## src/valve_pos_pkg.sv

```systemverilog
package valve_pos_pkg;
  // Register byte offsets
  localparam logic [3:0] CTRL_OFS = 4'h0;
  localparam logic [3:0] STATUS_OFS = 4'h4;
  localparam logic [3:0] IRQ_STAT_OFS = 4'h8;
  localparam logic [3:0] IRQ_MASK_OFS = 4'hc;
  // Control register bits
  localparam int CMD_OPEN_BIT = 0;
  localparam int CMD_CLOSE_BIT = 1;
  localparam int CMD_STOP_BIT = 2;
  localparam int FAULT_ACK_BIT = 3;
  localparam int TC_TIE_BIT = 4;
  // Event bits, shared by status and mask
  localparam int EV_W = 4;
  localparam int EV_OPEN_END = 0;
  localparam int EV_CLOSE_END = 1;
  localparam int EV_BLOCKED = 2;
  localparam int EV_STOPPED = 3;
  // Status register fields
  localparam int STS_STATE_LSB = 0;
  localparam int STS_STATE_W = 3;
  localparam int STS_FAULT_BIT = 4;
  localparam int STS_OPENED_BIT = 5;
  localparam int STS_CLOSED_BIT = 6;
  localparam int STS_CONTACT_LSB = 8;
  localparam int STS_CONTACT_W = 4;
  localparam int STS_TIE_BIT = 12;
  localparam logic [EV_W-1:0] EV_RST = 4'h0;
  localparam logic TIE_RST = 1'b0;
  // Timing
  localparam int CLK_HZ = 125_000_000;
  localparam int FLICK_HALF_US = 250;
  localparam int FLICK_HALF_CYC = (CLK_HZ / 1_000_000) * FLICK_HALF_US;

  typedef struct packed {
    logic torque_closed_contact;
    logic limit_closed_contact;
    logic limit_open_contact;
    logic torque_open_contact;
  } contacts_s;

  typedef struct packed {
    logic open_command;
    logic close_command;
    logic stop_command;
    logic fault_ack;
  } cmds_s;

  typedef enum logic [2:0] {
    idle_st,
    opening_st,
    closing_st,
    open_st,
    closed_st,
    stopped_st,
    blocked_st
  } pos_state_e;
endpackage

```

## src/contact_sync.sv

```systemverilog
module contact_sync
  import valve_pos_pkg::*;
(
  input wire logic mclk_i,
  input wire logic srst_i,
  input wire logic ce_i,
  input valve_pos_pkg::contacts_s raw_i,
  output valve_pos_pkg::contacts_s sync_o
);
  contacts_s meta_r;
  contacts_s sync_r;

  always_ff @(posedge mclk_i)
  begin
    if (srst_i)
    begin
      meta_r <= '0;
      sync_r <= '0;
    end
    else if (ce_i)
    begin
      meta_r <= raw_i;
      sync_r <= meta_r;
    end
  end

  assign sync_o = sync_r;
endmodule

```

## src/flicker_gen.sv

```systemverilog
module flicker_gen #(
  parameter int HALF_CYC = valve_pos_pkg::FLICK_HALF_CYC
) (
  input wire logic mclk_i,
  input wire logic srst_i,
  input wire logic ce_i,
  output logic flick_o
);
  localparam int CW = $clog2(HALF_CYC + 1);
  localparam logic [CW-1:0] LAST = CW'(HALF_CYC - 1);
  logic [CW-1:0] cnt_r;
  logic flick_r;

  // Square wave, one half period per count
  always_ff @(posedge mclk_i)
  begin
    if (srst_i)
    begin
      cnt_r <= '0;
      flick_r <= 1'b0;
    end
    else if (ce_i)
    begin
      if (cnt_r == LAST)
      begin
        cnt_r <= '0;
        flick_r <= ~flick_r;
      end
      else
        cnt_r <= cnt_r + CW'(1);
    end
  end

  assign flick_o = flick_r;
endmodule

```

## src/valve_positioner.sv

```systemverilog
// Summary of operation
// - Drive is removed once either end position is confirmed.
// - Opening ends when open limit closed and open torque contact opens.
// - Closing ends as soon as the closed limit contact closes.
// - Closing end decided by closed limit contact only, never torque.
// - Torque closed trip before closed limit stops drive, flags blocked.
// - Torque closed input tied to one never causes blocked fault.
// - Open lamp flickers while opening and open end not reached.
// - Close lamp flickers while closing and closed end not reached.
// - Stop between ends lights stop lamp steadily, both drives off.
//
// Implementation choices: the Avalon-MM interface to the registers and the register offsets.
module valve_positioner
  import valve_pos_pkg::*;
#(
  parameter int FLICK_CYC = valve_pos_pkg::FLICK_HALF_CYC
) (
  input wire logic mclk_i,
  input wire logic srst_i,
  input wire logic ce_i,
  input wire logic [3:0] avs_address_i,
  input wire logic avs_read_i,
  input wire logic avs_write_i,
  input wire logic [31:0] avs_writedata_i,
  input wire logic [3:0] avs_byteenable_i,
  output logic [31:0] avs_readdata_o,
  output logic avs_waitrequest_o,
  input wire logic torque_closed_contact_i,
  input wire logic limit_closed_contact_i,
  input wire logic limit_open_contact_i,
  input wire logic torque_open_contact_i,
  output logic motor_open_o,
  output logic motor_close_o,
  output logic open_lamp_out_o,
  output logic close_lamp_out_o,
  output logic stop_lamp_out_o,
  output logic opened_status_flag_o,
  output logic closed_status_flag_o,
  output logic irq_o
);
  import valve_pos_pkg::*;

  contacts_s raw;
  contacts_s ctc;
  cmds_s cmd;
  pos_state_e state_r;
  pos_state_e state_nxt;
  logic [EV_W-1:0] ev;
  logic [EV_W-1:0] irq_stat_r;
  logic [EV_W-1:0] irq_mask_r;
  logic tie_r;
  logic tc_eff;
  logic flick;
  logic wait_r;
  logic [31:0] rdata_r;
  logic wr_ok;
  logic wr_lo;
  logic [31:0] rd_val;
  logic motor_open_r;
  logic motor_close_r;
  logic open_lamp_r;
  logic close_lamp_r;
  logic stop_lamp_r;
  logic opened_r;
  logic closed_r;
  logic irq_r;

  assign raw = '{torque_closed_contact: torque_closed_contact_i,
                 limit_closed_contact: limit_closed_contact_i,
                 limit_open_contact: limit_open_contact_i,
                 torque_open_contact: torque_open_contact_i};

  contact_sync u_sync (
    .mclk_i(mclk_i),
    .srst_i(srst_i),
    .ce_i(ce_i),
    .raw_i(raw),
    .sync_o(ctc)
  );

  flicker_gen #(
    .HALF_CYC(FLICK_CYC)
  ) u_flick (
    .mclk_i(mclk_i),
    .srst_i(srst_i),
    .ce_i(ce_i),
    .flick_o(flick)
  );

  assign tc_eff = ctc.torque_closed_contact | tie_r;

  // Bus request accepted on the cycle waitrequest is low
  assign wr_ok = avs_write_i && !wait_r;
  assign wr_lo = wr_ok && avs_byteenable_i[0];

  always_comb
  begin
    cmd = '0;
    if (wr_lo && avs_address_i == CTRL_OFS)
    begin
      cmd.open_command = avs_writedata_i[CMD_OPEN_BIT];
      cmd.close_command = avs_writedata_i[CMD_CLOSE_BIT];
      cmd.stop_command = avs_writedata_i[CMD_STOP_BIT];
      cmd.fault_ack = avs_writedata_i[FAULT_ACK_BIT];
    end
  end

  // Positioner sequencing
  always_comb
  begin
    state_nxt = state_r;
    ev = '0;
    unique case (state_r)
      blocked_st:
        if (cmd.fault_ack)
          state_nxt = idle_st;
      opening_st:
        // open end judged by limit and torque in the same cycle
        if (ctc.limit_open_contact && !ctc.torque_open_contact)
        begin
          state_nxt = open_st;
          ev[EV_OPEN_END] = 1'b1;
        end
        else if (cmd.stop_command)
        begin
          state_nxt = stopped_st;
          ev[EV_STOPPED] = 1'b1;
        end
        else if (cmd.close_command)
          state_nxt = closing_st;
      closing_st:
        // torque contacts not used for end
        if (ctc.limit_closed_contact)
        begin
          state_nxt = closed_st;
          ev[EV_CLOSE_END] = 1'b1;
        end
        else if (!tc_eff)
        begin
          state_nxt = blocked_st;
          ev[EV_BLOCKED] = 1'b1;
        end
        else if (cmd.stop_command)
        begin
          state_nxt = stopped_st;
          ev[EV_STOPPED] = 1'b1;
        end
        else if (cmd.open_command)
          state_nxt = opening_st;
      idle_st, stopped_st, open_st, closed_st:
        if (cmd.open_command && state_r != open_st)
          state_nxt = opening_st;
        else if (cmd.close_command && state_r != closed_st)
          state_nxt = closing_st;
        else if (cmd.stop_command && state_r == idle_st)
        begin
          state_nxt = stopped_st;
          ev[EV_STOPPED] = 1'b1;
        end
    endcase
  end

  always_ff @(posedge mclk_i)
  begin
    if (srst_i)
      state_r <= idle_st;
    else if (ce_i)
      state_r <= state_nxt;
  end

  always_ff @(posedge mclk_i)
  begin
    if (srst_i)
    begin
      motor_open_r <= 1'b0;
      motor_close_r <= 1'b0;
      opened_r <= 1'b0;
      closed_r <= 1'b0;
      stop_lamp_r <= 1'b0;
    end
    else if (ce_i)
    begin
      motor_open_r <= state_nxt == opening_st;
      motor_close_r <= state_nxt == closing_st;
      opened_r <= state_nxt == open_st;
      closed_r <= state_nxt == closed_st;
      stop_lamp_r <= state_nxt == stopped_st;
    end
  end

  always_ff @(posedge mclk_i)
  begin
    if (srst_i)
      open_lamp_r <= 1'b0;
    else if (ce_i)
      open_lamp_r <= (state_r == opening_st) && flick;
  end

  always_ff @(posedge mclk_i)
  begin
    if (srst_i)
      close_lamp_r <= 1'b0;
    else if (ce_i)
      close_lamp_r <= (state_r == closing_st) && flick;
  end

  // Control bit and interrupt registers
  always_ff @(posedge mclk_i)
  begin
    if (srst_i)
    begin
      tie_r <= TIE_RST;
      irq_mask_r <= EV_RST;
      irq_stat_r <= EV_RST;
    end
    else if (ce_i)
    begin
      if (wr_lo && avs_address_i == CTRL_OFS)
        tie_r <= avs_writedata_i[TC_TIE_BIT];
      if (wr_lo && avs_address_i == IRQ_MASK_OFS)
        irq_mask_r <= avs_writedata_i[EV_W-1:0];
      if (wr_lo && avs_address_i == IRQ_STAT_OFS)
        irq_stat_r <= (irq_stat_r & ~avs_writedata_i[EV_W-1:0]) | ev;
      else
        irq_stat_r <= irq_stat_r | ev;
    end
  end

  always_ff @(posedge mclk_i)
  begin
    if (srst_i)
      irq_r <= 1'b0;
    else if (ce_i)
      irq_r <= |(irq_stat_r & irq_mask_r);
  end

  always_comb
  begin
    rd_val = '0;
    unique case (avs_address_i)
      CTRL_OFS:
        rd_val[TC_TIE_BIT] = tie_r;
      STATUS_OFS:
      begin
        rd_val[STS_STATE_LSB +: STS_STATE_W] = state_r;
        rd_val[STS_FAULT_BIT] = state_r == blocked_st;
        rd_val[STS_OPENED_BIT] = opened_r;
        rd_val[STS_CLOSED_BIT] = closed_r;
        rd_val[STS_CONTACT_LSB +: STS_CONTACT_W] = ctc;
        rd_val[STS_TIE_BIT] = tie_r;
      end
      IRQ_STAT_OFS:
        rd_val[EV_W-1:0] = irq_stat_r;
      IRQ_MASK_OFS:
        rd_val[EV_W-1:0] = irq_mask_r;
      default:
        rd_val = '0;
    endcase
  end

  // One wait cycle, then answer for one cycle
  always_ff @(posedge mclk_i)
  begin
    if (srst_i)
    begin
      wait_r <= 1'b1;
      rdata_r <= '0;
    end
    else if (ce_i)
    begin
      if ((avs_read_i || avs_write_i) && wait_r)
      begin
        wait_r <= 1'b0;
        rdata_r <= rd_val;
      end
      else
        wait_r <= 1'b1;
    end
  end

  assign avs_readdata_o = rdata_r;
  assign avs_waitrequest_o = wait_r;
  assign motor_open_o = motor_open_r;
  assign motor_close_o = motor_close_r;
  assign open_lamp_out_o = open_lamp_r;
  assign close_lamp_out_o = close_lamp_r;
  assign stop_lamp_out_o = stop_lamp_r;
  assign opened_status_flag_o = opened_r;
  assign closed_status_flag_o = closed_r;
  assign irq_o = irq_r;
endmodule

```

## config.mk

```make
export PLATFORM = sky130hd
export DESIGN_NAME = valve_positioner
export DESIGN_NICKNAME = d
export VERILOG_FILES = /design/src/valve_pos_pkg.sv /design/src/contact_sync.sv /design/src/flicker_gen.sv /design/src/valve_positioner.sv
export SDC_FILE = /design/constraint.sdc
export NUM_CORES = 1
export LEC_CHECK = 0
export ABC_AREA = 1
export BUFFER_PORTS_ARGS = -buffer_cell sky130_fd_sc_hd__buf_2
export CORE_ASPECT_RATIO = 1.5
export CORE_MARGIN = 4
export CORE_UTILIZATION = 46
export DETAILED_ROUTE_END_ITERATION = 6
export PLACE_DENSITY = 0.76
export SETUP_SLACK_MARGIN = 0.05
export SYNTH_ARGS = -nofsm -noshare
export SYNTH_HDL_FRONTEND = slang
export SYNTH_SLANG_ARGS = --single-unit
```

## constraint.sdc

```tcl
create_clock -name mclk_i -period 1.4 [get_ports mclk_i]
set_input_delay 0.07 -clock mclk_i [delete_from_list [all_inputs] [get_ports mclk_i]]
set_output_delay 0.07 -clock mclk_i [all_outputs]
set_load 0.005 [all_outputs]
```

==> results.json <==
{
  "start_util": 0.476,
  "critPathArrivalTime_ns": 1.96,
  "path_common_cell": "nand2_1",
  "port_buffers": 39,
  "viasPerCell": 5.17,
  "final_hold_viol_count": 0,
  "track_usage": 0.254,
  "dieArea_mm2": 0.00776,
  "overflow": 0,
  "final_util": 0.742,
  "cts-htree-levels": 3,
  "dp_cells": 585,
  "first_pass_iters": 4,
  "detail-route-antenna-nets": 0,
  "drc_errors": 0,
  "ys_ff_latch": 57,
  "rsz0062_at_grt": "true",
  "layout_setup_ws_ns": -0.278,
  "setup_viol": 25,
  "clock_latency_ns": 0.35,
  "layout.nets": 601,
  "critPathRequiredTime_ns": 1.68,
  "post-route-min-period_ns": 1.68,
  "tritoncts": "done",
  "antenna_found_initial": 0,
  "hold_class": "primary input to register",
  "max-vdd-ir-drop_uv": 759,
  "cts_buffer_depth": 2,
  "syn_avg_cell_area_um2": 7.07,
  "finClkSkew_ns": 0.0106,
  "slew_viol_final": 0,
  "grt_max_degree": 29,
  "p_leak_nw": 2.13,
  "clkTransAtPathRegs_ns": 0.07,
  "violations": "negative setup slack",
  "dp_hpwl_um": 6460,
  "worstPathMaxFanout": 7,
  "ys_types": 35,
  "cp_top_family": "simple AND/OR/NAND/NOR gates",
  "grt_pass1_wl_um": 15100,
  "drt_iter0_drc": 113,
  "rows": 35,
  "diodes": 0,
  "crit_chain": "inv_2 -> nand3_4 -> nor2_4 -> nand3_2 -> nand3_1 -> nand2_1 -> nand2_1 -> nand2_2 -> a21oi_2 -> nand2_1 -> a21oi_1",
  "path_buf_inv": 1,
  "boundaryPins": 90,
  "hold_slack_ns": 0.0334,
  "wl_per_cell_um": 15.8,
  "clock-root-buffer": "clkbuf_8",
  "power_density_mw_per_mm2": 871,
  "die_x_um": 73.3,
  "area_growth_pct": 55.8,
  "netlist_area_mm2": 0.00294,
  "outcome": "finished with violations",
  "syn_inst": 416,
  "core_area_mm2": 0.00617,
  "gp_congestion": 0.903,
  "power_mw": 3.99,
  "vias": 3255,
  "start_kind": "register",
  "cts.sinks": 57,
  "instances_no_fill": 629,
  "cts_buffers": 9,
  "worstSetupPathType": "register to register",
  "yosysWarnings": 0,
  "critPathMaxStageDelay_ns": 0.34,
  "ys_seq_area_frac": 0.388,
  "period_share": 1.20,
  "stdcell_area_mm2": 0.00458,
  "placed_area_mm2": 0.00366,
  "max_cap_viol_count": 0,
  "grt_pass1_vias": 3336,
  "cpMaxStageDelayCell": "dfxtp_2",
  "drive_gt1_frac": 0.468,
  "dieHeight_um": 106,
  "fmax_mhz": 596,
  "routed_wl_um": 9950,
  "crit_path_end_kind": "register"
}
[repair_timing]
item,4_1_cts,5_1_grt
gates cloned,1,1
buffers inserted,18,6
pin swaps,24,31
endpoints found under the setup margin,29,40
gates resized for setup,66,57
hold buffers,5,0
endpoints found under the hold margin,5,0
[routing by layer]
| layer | global-route usage | share of wire | vias to the layer above |
|---|---|---|---|
| li1 | - | - | 1574 |
| met1 | 0.239 | 0.34 | 1556 |
| met2 | 0.491 | 0.57 | 90 |
| met3 | 0.0587 | 0.044 | 35 |
| met4 | 0.115 | 0.042 | 0 |
| met5 | 0 | 0 | - |
[placed cells by master (no fill, tap or decap), types with 3 or more instances in the layout]
cell type,n
nand2_1,73
buf_4,71
dfxtp_1,51
buf_2,39
nor2_1,38
inv_1,28
a21oi_1,28
nand2_2,20
conb_1,20
nand3_1,18
buf_6,18
o21ai_0,15
inv_2,11
nor2_4,11
clkbuf_8,11
nor2_2,10
nand2_4,9
nand3_2,8
a21oi_2,6
nor3_2,5
o21ai_1,5
dfxtp_2,5
dlygate4sd3_1,5
nor3_4,4
nand3_4,4
o21ai_2,4
nor3b_2,4
nand4_1,3
xor2_1,3
[kinds of logic (layout without fill, tap and decap cells)]
kind of cell	after synthesis	after routing	synth area share
AO/OA/AOI/OAI	65	65	0.121
AND/OR/NAND/NOR	214	214	0.345
buffers and inverters	72	192	0.120
adder cells (fa/ha/maj)	2	2	0.00851
flip-flops	57	57	0.388
other	1	20	0.00128
XOR/XNOR	5	5	0.0149
[flip-flops by register name, indices dropped and copies added, names as in the netlist]
signal / cells
irq_mask_r: 4
u_sync.meta_r: 4
tie_r: 1
u_sync.sync_o: 4
u_flick.cnt_r: 15
u_flick.flick_o: 1
close_lamp_out_o: 1
stop_lamp_out_o: 1
avs_readdata_o: 12
open_lamp_out_o: 1
irq_stat_r: 4
motor_close_o: 1
avs_waitrequest_o: 1
state_r: 3
irq_o: 1
closed_status_flag_o: 1
motor_open_o: 1
opened_status_flag_o: 1
[synthesized netlist by cell type]
| cell | count | share of area |
|---|---|---|
| ha_1 | 2 | 0.0085 |
| nor3_1 | 8 | 0.014 |
| nor2_1 | 49 | 0.063 |
| nor3_4 | 2 | 0.011 |
| conb_1 | 1 | 0.0013 |
| a31o_2 | 1 | 0.0030 |
| a211oi_1 | 1 | 0.0026 |
| o21bai_1 | 1 | 0.0026 |
| buf_2 | 1 | 0.0017 |
| dfxtp_1 | 57 | 0.39 |
| o21ai_0 | 22 | 0.037 |
| clkbuf_1 | 10 | 0.013 |
| nand4_1 | 3 | 0.0064 |
| buf_6 | 1 | 0.0038 |
| xor2_1 | 5 | 0.015 |
| a21oi_2 | 3 | 0.0089 |
| nor3b_1 | 6 | 0.015 |
| a221oi_1 | 1 | 0.0030 |
| nand2_4 | 2 | 0.0077 |
| nor2_4 | 3 | 0.011 |
| nand2_1 | 94 | 0.12 |
| nand3_2 | 2 | 0.0068 |
| a21oi_1 | 32 | 0.054 |
| inv_1 | 37 | 0.047 |
| nor4_4 | 1 | 0.0072 |
| nand2_2 | 6 | 0.013 |
| and3_1 | 2 | 0.0043 |
| buf_4 | 20 | 0.051 |
| nor3_2 | 1 | 0.0034 |
| o21ai_1 | 2 | 0.0034 |
| a22o_1 | 1 | 0.0030 |
| nand3_1 | 28 | 0.048 |
| o32ai_1 | 1 | 0.0030 |
| nor2_2 | 7 | 0.015 |
| inv_2 | 3 | 0.0038 |
[stage by stage]
step	setup TNS (ns)	setup slack [ns]
5_1_grt	-5.94	-0.361
3_5_place_dp	-2.53	-0.345
2_1_floorplan	-0.0720	-0.0369
3_3_place_gp	-2.51	-0.363
6_report	-3.34	-0.278
4_1_cts	-1.71	-0.233
[where the power goes]
part / switching, mW / total (mW) / internal, mW
Clock: 0.728 / 1.82 / 1.09
Combinational: 0.256 / 0.484 / 0.229
Sequential: 0.0281 / 1.68 / 1.65
[worst min-delay path, stage by stage]
cell,delay [ns]
buf_2,0.11
o21ai_0,0.08
nor2_1,0.08
[path summary, 6_finish.rpt]
check / from / end / slack, ns / cells past startpoint
worst min-delay path: avs_writedata_i[3] / irq_mask_r[3] / 0.03 / 3
worst max-delay path: avs_waitrequest_o / closed_status_flag_o / -0.28 / 11
worst max register to register: avs_waitrequest_o / closed_status_flag_o / -0.28 / 11
worst min register to register: avs_readdata_o[5] / avs_readdata_o[5] / 0.47 / 2
[cell type report]
type	instances	area (um^2)
Multi-Input combinational cell	306	1910
Sequential cell	57	1150
Timing Repair Buffer	136	1050
Fill cell	464	1600
Clock buffer	11	151
Clock inverter	5	77.6
Tap cell	74	92.6
Inverter	40	153
No activity file was read; power rests on OpenSTA's default activity.
